## src/cfr_pkg.sv

```systemverilog
// Package for the front-end setup register bank.
// Assumes a 32-bit AXI4-Lite bus with word-aligned register addresses.
package cfr_pkg;
  localparam int          ADDR_W            = 8;
  localparam int          DATA_W            = 32;
  localparam logic [7:0]  ADDR_LINE_MODE    = 8'h00;
  localparam logic [7:0]  ADDR_SAMPLE_DET   = 8'h04;
  localparam logic [7:0]  ADDR_BLOCK_PWR    = 8'h08;
  localparam logic [7:0]  ADDR_GLOBAL_CTRL  = 8'h0c;
  localparam logic [7:0]  ADDR_CYCLE_RESET  = 8'h10;
  localparam logic [7:0]  ADDR_STATUS       = 8'h14;
  localparam logic [7:0]  ADDR_RED_OFFSET   = 8'h20;
  localparam logic [7:0]  ADDR_GREEN_OFFSET = 8'h24;
  localparam logic [7:0]  ADDR_BLUE_OFFSET  = 8'h28;
  localparam logic [7:0]  ADDR_ALL_OFFSET   = 8'h2c;
  localparam logic [7:0]  ADDR_RED_GAIN     = 8'h30;
  localparam logic [7:0]  ADDR_GREEN_GAIN   = 8'h34;
  localparam logic [7:0]  ADDR_BLUE_GAIN    = 8'h38;
  localparam logic [7:0]  ADDR_ALL_GAIN     = 8'h3c;
  // Line mode control fields
  localparam int          LM_LINE_SEQ       = 0;
  localparam int          LM_AUTOCYCLE      = 1;
  localparam int          LM_FORCE_EN       = 2;
  localparam int          LM_INT_CLAMP      = 3;
  localparam int          LM_INT_COL_LO     = 4;
  localparam int          LM_FORCED_LO      = 6;
  // Sample detect fields
  localparam int          SD_DETECT_EN      = 0;
  localparam int          SD_DELAY_LO       = 1;
  localparam int          SD_POLARITY       = 4;
  // Global control fields
  localparam int          GC_SEL_PD         = 3;
  localparam logic [7:0]  RST_BYTE          = 8'h00;
  localparam logic [1:0]  COL_RED           = 2'h0;
  localparam logic [1:0]  COL_GREEN         = 2'h1;
  localparam logic [1:0]  COL_BLUE          = 2'h2;
  localparam logic [1:0]  RESP_OKAY         = 2'h0;
  localparam logic [1:0]  RESP_SLVERR       = 2'h2;
  typedef enum logic [1:0] {CFR_IDLE, CFR_WAIT, CFR_RESP} cfr_wr_state_t;
endpackage

```

## src/cfr_setup_regs.sv

```systemverilog
// Setup register bank of a three-channel image-sensor front end.
// Assumes AXI4-Lite master on clk_sys; pins are asynchronous and synchronised.
// Notes on behaviour
// - line_sequential_sel bit 0: clear normal, set line-by-line; resets clear.
// - Line-by-line forces mono on, channel red, disables green/blue cells.
// - Autocycle bit ignored in normal mode; selects pin and mux roles.
// - Autocycle clear: pin clamps, muxes internal; set: pin pulses advance colour.
// - With autocycling the pin never clamps; internal_clamp_en governs clamping.
// - Force bit, line-by-line only, steers input mux from forced_input_sel.
// - Both bits set: internal_clamp_en 0 disables, 1 enables clamping.
// - internal_colour_sel bits 5:4: red, green, blue; 11 reserved.
// - forced_input_sel bits 7:6: red, green, blue input; 11 reserved.
// - Detect disabled: sample pulse passes unmodified to timing.
// - Detect enabled: chosen edge makes an internal sync pulse instead.
// - Internal pulse delayed sample_pulse_delay master clocks after the edge.
// - Polarity bit 4: 0 falling edge, 1 rising edge, detect only.
// - Disable mask acts only with selective powerdown; set bit disables.
// - Mask bit 0 red, 1 green, 2 blue cell, 3 converter.
// - Each channel has 8-bit read/write offset code, reset zero.
// - Combined offset write updates all three offset codes at once.
// - Each channel has 8-bit gain code, reset zero.
// - Combined gain write updates all three gain codes at once.
// - selective_powerdown_en bit 3 enables per-block disabling when set.
// - Any write to auto-cycle reset returns the counter to red.
//
// Chosen here: the AXI4-Lite slave port and the register addresses.
module cfr_setup_regs (
  // System
  input  wire  logic                          clk_sys,
  input  wire  logic                          nrst,
  // AXI4-Lite write address
  input  wire  logic [cfr_pkg::ADDR_W-1:0]    s_axi_awaddr,
  input  wire  logic                          s_axi_awvalid,
  output logic                                s_axi_awready,
  // AXI4-Lite write data
  input  wire  logic [cfr_pkg::DATA_W-1:0]    s_axi_wdata,
  input  wire  logic [3:0]                    s_axi_wstrb,
  input  wire  logic                          s_axi_wvalid,
  output logic                                s_axi_wready,
  // AXI4-Lite write response
  output logic [1:0]                          s_axi_bresp,
  output logic                                s_axi_bvalid,
  input  wire  logic                          s_axi_bready,
  // AXI4-Lite read address
  input  wire  logic [cfr_pkg::ADDR_W-1:0]    s_axi_araddr,
  input  wire  logic                          s_axi_arvalid,
  output logic                                s_axi_arready,
  // AXI4-Lite read data
  output logic [cfr_pkg::DATA_W-1:0]          s_axi_rdata,
  output logic [1:0]                          s_axi_rresp,
  output logic                                s_axi_rvalid,
  input  wire  logic                          s_axi_rready,
  // Pins
  input  wire  logic                          clamp_cycle_pin,
  input  wire  logic                          video_sample_pulse,
  // Front-end controls
  output logic                                timing_sample_pulse,
  output logic                                clamp_active,
  output logic                                mono_sel,
  output logic [1:0]                          mono_channel_sel,
  output logic [1:0]                          input_mux_sel,
  output logic [1:0]                          gain_offset_mux_sel,
  output logic [3:0]                          cell_disable,
  output logic [7:0]                          red_offset_code,
  output logic [7:0]                          green_offset_code,
  output logic [7:0]                          blue_offset_code,
  output logic [7:0]                          red_gain_code,
  output logic [7:0]                          green_gain_code,
  output logic [7:0]                          blue_gain_code
);
  import cfr_pkg::*;

  logic [7:0]           line_mode_control_reg;
  logic [7:0]           sample_pulse_detect_control_reg;
  logic [7:0]           block_power_disable_reg;
  logic [7:0]           global_control_reg;
  logic [7:0]           red_offset_reg;
  logic [7:0]           green_offset_reg;
  logic [7:0]           blue_offset_reg;
  logic [7:0]           red_gain_reg;
  logic [7:0]           green_gain_reg;
  logic [7:0]           blue_gain_reg;
  logic [1:0]           cycle_colour_reg;
  cfr_wr_state_t        wr_state_reg;
  logic [ADDR_W-1:0]    wr_addr_reg;
  logic [7:0]           wr_data_reg;
  logic                 wr_strb_reg;
  logic                 have_addr_reg;
  logic                 have_data_reg;
  logic                 wr_fire;
  logic                 wr_mapped;
  logic [2:0]           clamp_sync_reg;
  logic [2:0]           vsp_sync_reg;
  logic [7:0]           delay_pipe_reg;
  logic [DATA_W-1:0]    rd_value;
  logic                 rd_mapped;

  // Byte value merged with lane 0 strobe
  function automatic logic [7:0] merge_byte(input logic [7:0] old_v,
                                            input logic [7:0] new_v,
                                            input logic       strb);
    merge_byte = strb ? new_v : old_v;
  endfunction

  function automatic logic wr_hit(input logic [ADDR_W-1:0] a,
                                  input logic [7:0] target);
    wr_hit = (a[ADDR_W-1:2] == target[ADDR_W-1:2]);
  endfunction

  // Write channel: address and data accepted in either order
  assign wr_fire = (wr_state_reg == CFR_WAIT);
  always_comb begin
    wr_mapped = 1'b1;
    case (wr_addr_reg & 8'hfc)
      ADDR_LINE_MODE, ADDR_SAMPLE_DET, ADDR_BLOCK_PWR, ADDR_GLOBAL_CTRL,
      ADDR_CYCLE_RESET, ADDR_RED_OFFSET, ADDR_GREEN_OFFSET,
      ADDR_BLUE_OFFSET, ADDR_ALL_OFFSET, ADDR_RED_GAIN, ADDR_GREEN_GAIN,
      ADDR_BLUE_GAIN, ADDR_ALL_GAIN: wr_mapped = 1'b1;
      default: wr_mapped = 1'b0;
    endcase
  end

  always_ff @(posedge clk_sys or negedge nrst) begin
    if (!nrst) begin
      wr_state_reg  <= CFR_IDLE;
      have_addr_reg <= 1'b0;
      have_data_reg <= 1'b0;
      wr_addr_reg   <= '0;
      wr_data_reg   <= RST_BYTE;
      wr_strb_reg   <= 1'b0;
      s_axi_awready <= 1'b0;
      s_axi_wready  <= 1'b0;
      s_axi_bvalid  <= 1'b0;
      s_axi_bresp   <= RESP_OKAY;
    end else begin
      case (wr_state_reg)
        CFR_IDLE: begin
          s_axi_awready <= !have_addr_reg && !s_axi_awready;
          s_axi_wready  <= !have_data_reg && !s_axi_wready;
          if (s_axi_awvalid && s_axi_awready) begin
            wr_addr_reg   <= s_axi_awaddr;
            have_addr_reg <= 1'b1;
            s_axi_awready <= 1'b0;
          end
          if (s_axi_wvalid && s_axi_wready) begin
            wr_data_reg   <= s_axi_wdata[7:0];
            wr_strb_reg   <= s_axi_wstrb[0];
            have_data_reg <= 1'b1;
            s_axi_wready  <= 1'b0;
          end
          if ((have_addr_reg || (s_axi_awvalid && s_axi_awready)) &&
              (have_data_reg || (s_axi_wvalid && s_axi_wready))) begin
            wr_state_reg  <= CFR_WAIT;
            s_axi_awready <= 1'b0;
            s_axi_wready  <= 1'b0;
          end
        end
        CFR_WAIT: begin
          s_axi_bvalid  <= 1'b1;
          s_axi_bresp   <= wr_mapped ? RESP_OKAY : RESP_SLVERR;
          have_addr_reg <= 1'b0;
          have_data_reg <= 1'b0;
          wr_state_reg  <= CFR_RESP;
        end
        CFR_RESP: begin
          if (s_axi_bready) begin
            s_axi_bvalid <= 1'b0;
            wr_state_reg <= CFR_IDLE;
          end
        end
        default: wr_state_reg <= CFR_IDLE;
      endcase
    end
  end

  // Control registers
  always_ff @(posedge clk_sys or negedge nrst) begin
    if (!nrst) begin
      line_mode_control_reg           <= RST_BYTE;
      sample_pulse_detect_control_reg <= RST_BYTE;
      block_power_disable_reg         <= RST_BYTE;
      global_control_reg              <= RST_BYTE;
    end else if (wr_fire) begin
      if (wr_hit(wr_addr_reg, ADDR_LINE_MODE))
        line_mode_control_reg <= merge_byte(line_mode_control_reg,
                                            wr_data_reg, wr_strb_reg);
      if (wr_hit(wr_addr_reg, ADDR_SAMPLE_DET))
        sample_pulse_detect_control_reg <= merge_byte(
          sample_pulse_detect_control_reg, wr_data_reg, wr_strb_reg);
      if (wr_hit(wr_addr_reg, ADDR_BLOCK_PWR))
        block_power_disable_reg <= merge_byte(block_power_disable_reg,
                                              wr_data_reg, wr_strb_reg);
      if (wr_hit(wr_addr_reg, ADDR_GLOBAL_CTRL))
        global_control_reg <= merge_byte(global_control_reg,
                                         wr_data_reg, wr_strb_reg);
    end
  end

  // Offset codes, combined write hits all three
  always_ff @(posedge clk_sys or negedge nrst) begin
    if (!nrst) begin
      red_offset_reg   <= RST_BYTE;
      green_offset_reg <= RST_BYTE;
      blue_offset_reg  <= RST_BYTE;
    end else if (wr_fire && wr_strb_reg) begin
      if (wr_hit(wr_addr_reg, ADDR_RED_OFFSET) ||
          wr_hit(wr_addr_reg, ADDR_ALL_OFFSET))
        red_offset_reg <= wr_data_reg;
      if (wr_hit(wr_addr_reg, ADDR_GREEN_OFFSET) ||
          wr_hit(wr_addr_reg, ADDR_ALL_OFFSET))
        green_offset_reg <= wr_data_reg;
      if (wr_hit(wr_addr_reg, ADDR_BLUE_OFFSET) ||
          wr_hit(wr_addr_reg, ADDR_ALL_OFFSET))
        blue_offset_reg <= wr_data_reg;
    end
  end

  // Gain codes, combined write hits all three
  always_ff @(posedge clk_sys or negedge nrst) begin
    if (!nrst) begin
      red_gain_reg   <= RST_BYTE;
      green_gain_reg <= RST_BYTE;
      blue_gain_reg  <= RST_BYTE;
    end else if (wr_fire && wr_strb_reg) begin
      if (wr_hit(wr_addr_reg, ADDR_RED_GAIN) ||
          wr_hit(wr_addr_reg, ADDR_ALL_GAIN))
        red_gain_reg <= wr_data_reg;
      if (wr_hit(wr_addr_reg, ADDR_GREEN_GAIN) ||
          wr_hit(wr_addr_reg, ADDR_ALL_GAIN))
        green_gain_reg <= wr_data_reg;
      if (wr_hit(wr_addr_reg, ADDR_BLUE_GAIN) ||
          wr_hit(wr_addr_reg, ADDR_ALL_GAIN))
        blue_gain_reg <= wr_data_reg;
    end
  end

  // Pin synchronisers; stage 0 feeds only stage 1
  always_ff @(posedge clk_sys or negedge nrst) begin
    if (!nrst) begin
      clamp_sync_reg <= 3'h0;
      vsp_sync_reg   <= 3'h0;
    end else begin
      clamp_sync_reg <= {clamp_sync_reg[1:0], clamp_cycle_pin};
      vsp_sync_reg   <= {vsp_sync_reg[1:0], video_sample_pulse};
    end
  end

  // Auto-cycle counter; reset write wins over a same-cycle pulse
  always_ff @(posedge clk_sys or negedge nrst) begin
    if (!nrst) begin
      cycle_colour_reg <= COL_RED;
    end else if (wr_fire && wr_hit(wr_addr_reg, ADDR_CYCLE_RESET)) begin
      cycle_colour_reg <= COL_RED;
    end else if (line_mode_control_reg[LM_LINE_SEQ] &&
                 line_mode_control_reg[LM_AUTOCYCLE] &&
                 clamp_sync_reg[1] && !clamp_sync_reg[2]) begin
      case (cycle_colour_reg)
        COL_RED:   cycle_colour_reg <= COL_GREEN;
        COL_GREEN: cycle_colour_reg <= COL_BLUE;
        default:   cycle_colour_reg <= COL_RED;
      endcase
    end
  end

  // Sample pulse: edge detect plus delay line in master clocks
  always_ff @(posedge clk_sys or negedge nrst) begin
    if (!nrst) begin
      delay_pipe_reg <= 8'h00;
    end else begin
      delay_pipe_reg <= {delay_pipe_reg[6:0],
        sample_pulse_detect_control_reg[SD_POLARITY] ?
          (vsp_sync_reg[1] && !vsp_sync_reg[2]) :
          (!vsp_sync_reg[1] && vsp_sync_reg[2])};
    end
  end

  always_ff @(posedge clk_sys or negedge nrst) begin
    if (!nrst) begin
      timing_sample_pulse <= 1'b0;
    end else if (sample_pulse_detect_control_reg[SD_DETECT_EN]) begin
      timing_sample_pulse <= delay_pipe_reg[
        sample_pulse_detect_control_reg[SD_DELAY_LO+:3]];
    end else begin
      timing_sample_pulse <= vsp_sync_reg[1];
    end
  end

  // Derived front-end controls
  always_ff @(posedge clk_sys or negedge nrst) begin
    if (!nrst) begin
      clamp_active        <= 1'b0;
      mono_sel            <= 1'b0;
      mono_channel_sel    <= COL_RED;
      input_mux_sel       <= COL_RED;
      gain_offset_mux_sel <= COL_RED;
      cell_disable        <= 4'h0;
    end else begin
      mono_sel         <= line_mode_control_reg[LM_LINE_SEQ];
      mono_channel_sel <= COL_RED;
      if (!line_mode_control_reg[LM_LINE_SEQ]) begin
        clamp_active        <= clamp_sync_reg[1];
        gain_offset_mux_sel <= line_mode_control_reg[LM_INT_COL_LO+:2];
        input_mux_sel       <= line_mode_control_reg[LM_INT_COL_LO+:2];
      end else if (line_mode_control_reg[LM_AUTOCYCLE]) begin
        clamp_active <= line_mode_control_reg[LM_INT_CLAMP];
        gain_offset_mux_sel <= cycle_colour_reg;
        input_mux_sel <= line_mode_control_reg[LM_FORCE_EN] ?
          line_mode_control_reg[LM_FORCED_LO+:2] : cycle_colour_reg;
      end else begin
        clamp_active        <= clamp_sync_reg[1];
        gain_offset_mux_sel <= line_mode_control_reg[LM_INT_COL_LO+:2];
        input_mux_sel <= line_mode_control_reg[LM_FORCE_EN] ?
          line_mode_control_reg[LM_FORCED_LO+:2] :
          line_mode_control_reg[LM_INT_COL_LO+:2];
      end
      cell_disable <= (global_control_reg[GC_SEL_PD] ?
                       block_power_disable_reg[3:0] : 4'h0) |
                      {1'b0, {2{line_mode_control_reg[LM_LINE_SEQ]}}, 1'b0};
    end
  end

  assign red_offset_code   = red_offset_reg;
  assign green_offset_code = green_offset_reg;
  assign blue_offset_code  = blue_offset_reg;
  assign red_gain_code     = red_gain_reg;
  assign green_gain_code   = green_gain_reg;
  assign blue_gain_code    = blue_gain_reg;

  // Read mux; status shows live colour and outputs
  always_comb begin
    rd_value  = '0;
    rd_mapped = 1'b1;
    case (s_axi_araddr & 8'hfc)
      ADDR_LINE_MODE:    rd_value[7:0] = line_mode_control_reg;
      ADDR_SAMPLE_DET:   rd_value[7:0] = sample_pulse_detect_control_reg;
      ADDR_BLOCK_PWR:    rd_value[7:0] = block_power_disable_reg;
      ADDR_GLOBAL_CTRL:  rd_value[7:0] = global_control_reg;
      ADDR_CYCLE_RESET:  rd_value      = '0;
      ADDR_STATUS:       rd_value[7:0] = {cell_disable, input_mux_sel,
                                          cycle_colour_reg};
      ADDR_RED_OFFSET:   rd_value[7:0] = red_offset_reg;
      ADDR_GREEN_OFFSET: rd_value[7:0] = green_offset_reg;
      ADDR_BLUE_OFFSET:  rd_value[7:0] = blue_offset_reg;
      ADDR_ALL_OFFSET:   rd_value      = '0;
      ADDR_RED_GAIN:     rd_value[7:0] = red_gain_reg;
      ADDR_GREEN_GAIN:   rd_value[7:0] = green_gain_reg;
      ADDR_BLUE_GAIN:    rd_value[7:0] = blue_gain_reg;
      ADDR_ALL_GAIN:     rd_value      = '0;
      default:           rd_mapped     = 1'b0;
    endcase
  end

  always_ff @(posedge clk_sys or negedge nrst) begin
    if (!nrst) begin
      s_axi_arready <= 1'b0;
      s_axi_rvalid  <= 1'b0;
      s_axi_rdata   <= '0;
      s_axi_rresp   <= RESP_OKAY;
    end else if (s_axi_rvalid) begin
      if (s_axi_rready)
        s_axi_rvalid <= 1'b0;
    end else if (s_axi_arvalid && s_axi_arready) begin
      s_axi_arready <= 1'b0;
      s_axi_rvalid  <= 1'b1;
      s_axi_rdata   <= rd_value;
      s_axi_rresp   <= rd_mapped ? RESP_OKAY : RESP_SLVERR;
    end else begin
      s_axi_arready <= 1'b1;
    end
  end
endmodule // cfr_setup_regs

```

## config.mk

```make
export PLATFORM = sky130hd
export DESIGN_NAME = cfr_setup_regs
export DESIGN_NICKNAME = d
export VERILOG_FILES = /design/src/cfr_pkg.sv /design/src/cfr_setup_regs.sv
export SDC_FILE = /design/constraint.sdc
export NUM_CORES = 1
export LEC_CHECK = 0
export BUFFER_PORTS_ARGS = -buffer_cell sky130_fd_sc_hd__buf_4
export CORE_ASPECT_RATIO = 0.7
export CORE_MARGIN = 3
export CORE_UTILIZATION = 50
export CTS_CLUSTER_SIZE = 10
export DETAILED_ROUTE_END_ITERATION = 6
export HOLD_SLACK_MARGIN = 0.05
export PLACE_DENSITY = 0.82
export SLEW_MARGIN = 10
export SYNTH_ARGS = -nofsm -noshare
export SYNTH_HDL_FRONTEND = slang
export SYNTH_SLANG_ARGS = --single-unit
```

## constraint.sdc

```tcl
create_clock -name clk_sys -period 2.29 [get_ports clk_sys]
set_input_delay 0.229 -clock clk_sys [delete_from_list [all_inputs] [get_ports clk_sys]]
set_output_delay 0.229 -clock clk_sys [all_outputs]
set_load 0.05 [all_outputs]
```

==> flow_summary.yaml <==
critical_path:
  r2r_setup_slack_ns: 0.27
  crit_buf_inv: 0
  reg2reg_depth: 4
  arrival_ns: 2.32
  timing.rr.start: "wr_state_reg[1]"
  path_delay_family: "simple AND/OR/NAND/NOR gates"
  cp.required_ns: 2.59
  start_kind: "flip-flop"
  crit_fanout: 8
  r2r-end: "red_offset_code[1]"
  cp_slowest_cell: "and3_1"
  critPathMaxStageDelay_ns: 0.58
  crit_path_end_kind: "flip-flop"
  cp_cell_sequence: "nand4b_1 > nor2_1 > and3_1 > mux2_2"
  crit_type: "flip-flop to flip-flop"
timing:
  slew_headroom_pct: 61.1
  grt_setup_unrepaired: "no"
  hold_viol: 0
  fmax_ghz: 0.495
  finalSetupViolCount: 0
  tightest_slew_ns: 0.584
  drv_slew: 0
  min_period_over_period_pct: 88.3
  tns_ns: 0
  postLayoutSetupSlackWorst_ns: 0.269
  period_minus_slack_ns: 2.02
  skew_ns: 0.0123
clock_network:
  cts-root-buf: "clkbuf_16"
  cts_buffer_depth: 2
  cts_resized: 0
  cts_tree: "yes"
  cts_hold_buf: 18
  cts.clk_slew.worst_paths_ns: 0.06
  clk_latency_ns: 0.42
  htree_levels: 4
  cts_made_buffers: 17
  clock_sinks: 141
  post_cts_buffers: 0
floorplanning:
  die-area_mm2: 0.0141
  ios: 163
  die_w_um: 141
  die_h_um: 100
  fp.coreArea_mm2: 0.0121
  initial_core_util_pct: 52.8
  rows: 33
job:
  cap_violations: 0
power_and_ir_drop:
  p_int_w: 0.00626
  sw_frac_of_total_pct: 41.6
  power_density_mw_per_mm2: 1350
  combPwrFrac_pct: 35.3
  worst_ir_drop_vdd_v: 0.000933
  switchingPower_w: 0.00447
  p_leak_nw: 3.93
  p_clk_share_pct: 25.1
  seqPwrFrac_pct: 39.6
placed_design:
  pre_cts_ws_ns: 0.271
  gp_congestion: 0.884
  io_buffers: 103
  place_hpwl_mm: 11.7
cells_and_area:
  fillers: 862
  drive_above_1_share_pct: 43.3
  num_antenna_cells: 0
  final_nets: 657
  final_util_pct: 66.1
  area_delta_synth_final_pct: 25.2
global_routing:
  gr-total-overflow: 0
  grt_pass1_wl_mm: 25.9
  grt_antenna_before_repair: 0
  grt_use_total_pct: 24.3
  grt_pass1_vias: 4488
  grt_max_degree: 54
synth:
  synth_seq_cells: 141
  syn_inst: 474
  yosys.area.top_type_share_pct: 55.4
  syn_avg_cell_area_um2: 13.4
  synth_warnings: 0
  synth_edf_count: 0
  async_flop_share_pct: 100
  synth_area_mm2: 0.00637
  yosys-top-cells-area: "dfrtp_1, mux2_2, buf_4"
  ys_seq_area_share_pct: 55.4
  ys_top_cells_by_count: "dfrtp_1, mux2_2, buf_4"
  yosysTopAreaCell: "dfrtp_1"
  synth_most_common_cell: "dfrtp_1"
  yosys.cell_types.count: 60
  yosys_most_used_dff: "dfrtp_1"
hold_path:
  holdCritStartpoint: "s_axi_awaddr[6]"
  hp-class: "primary input to flip-flop"
  worst_hold_path.num_cells: 2
  hold_end: "wr_addr_reg[6]"
detailed_routing:
  postRouteAntennaNets: 0
  drt-initial-drc-count: 316
  route.detailed.drc: 0
  wl_mm: 16.6
  drt-pass1-iter-count: 5
  num_vias: 4559
  wl_per_cell_um: 21.7
  viasPerCell: 5.95
run_status:
  status: "completed"
## worst register-to-register path, delay by kind of cell (launching register included)
family,cells,cell delay [ns]
flip-flops,1,0.44
multiplexers,1,0.41
AND/OR/NAND/NOR,3,1.06
## cell type report
cell class | instances | area, um2 | area share [%]
Sequential cell | 141 | 3530 | 44.3
Multi-Input combinational cell | 298 | 2590 | 32.4
Timing Repair Buffer | 132 | 1050 | 13.2
Clock buffer | 19 | 453 | 5.68
Tap cell | 157 | 196 | 2.46
Clock inverter | 13 | 131 | 1.65
Inverter | 6 | 22.5 | 0.282
## how the worst max path moves through the flow
stage / from / to / cells after the start / slack, ns
floorplan: green_offset_code[3] / s_axi_rdata[3] / 4 / 0.47
global placement: s_axi_araddr[3] / s_axi_rdata[4] / 5 / 0.36
detailed placement: s_axi_araddr[3] / s_axi_rdata[4] / 5 / 0.27
CTS: wr_state_reg[1] / red_offset_code[1] / 4 / 0.30
global route: line_mode_control_reg[4] / s_axi_rdata[4] / 4 / 0.18
finish: wr_state_reg[1] / red_offset_code[1] / 4 / 0.27
## power by group through the flow
stage	clock, W	sequential (W)	combinational [W]
6_report	0.00270	0.00424	0.00379
5_1_grt	0.00284	0.00434	0.00397
4_1_cts	0.00272	0.00421	0.00380
3_5_place_dp	0	0.00424	0.00375
3_3_place_gp	0	0.00417	0.00366
2_1_floorplan	0	0.00514	0.00152
## per-stage QoR
step                      cells  cell area, um2  hold slack [ns]  total power (W)
after floorplan             501            6470          -0.0666          0.00666
after global placement      715            7200            0.201          0.00783
after detailed placement    715            7200            0.212          0.00798
after CTS                   765            7960           0.0515           0.0107
after global routing        766            7970           0.0591           0.0111
final                       766            7970           0.0685           0.0107
## placed cells by master, fill, tap and decap left out, types with 5 or more instances in the layout
master,instances
a21o_1,6
a21oi_1,15
and3_1,6
and4_1,5
buf_4,111
clkbuf_16,17
clkinvlp_4,5
conb_1,28
dfrtp_1,141
dlygate4sd3_1,19
inv_1,6
mux2_2,98
mux2i_1,10
mux4_2,8
nand2_1,15
nand2b_1,5
nor2_1,12
nor3_1,6
o21ai_0,9
## logic make-up (layout without fill, tap and decap cells)
family          Yosys count  in the layout  share of synthesized area, %
compound gates           66             66                          7.47
xor+xnor                  1              1                         0.138
buf+inv                  62            170                          5.58
flops                   141            141                          55.4
mux                     120            120                          23.4
other cells               1             28                        0.0589
simple gates             83             83                          7.98
## metal layers
metal  GRT usage (%)  share of wire (%)
met5               0                  0
met4            7.22                1.3
met3            7.19                9.9
met2            35.9                 45
met1            35.0                 44
(Power assumes the default switching activity.)
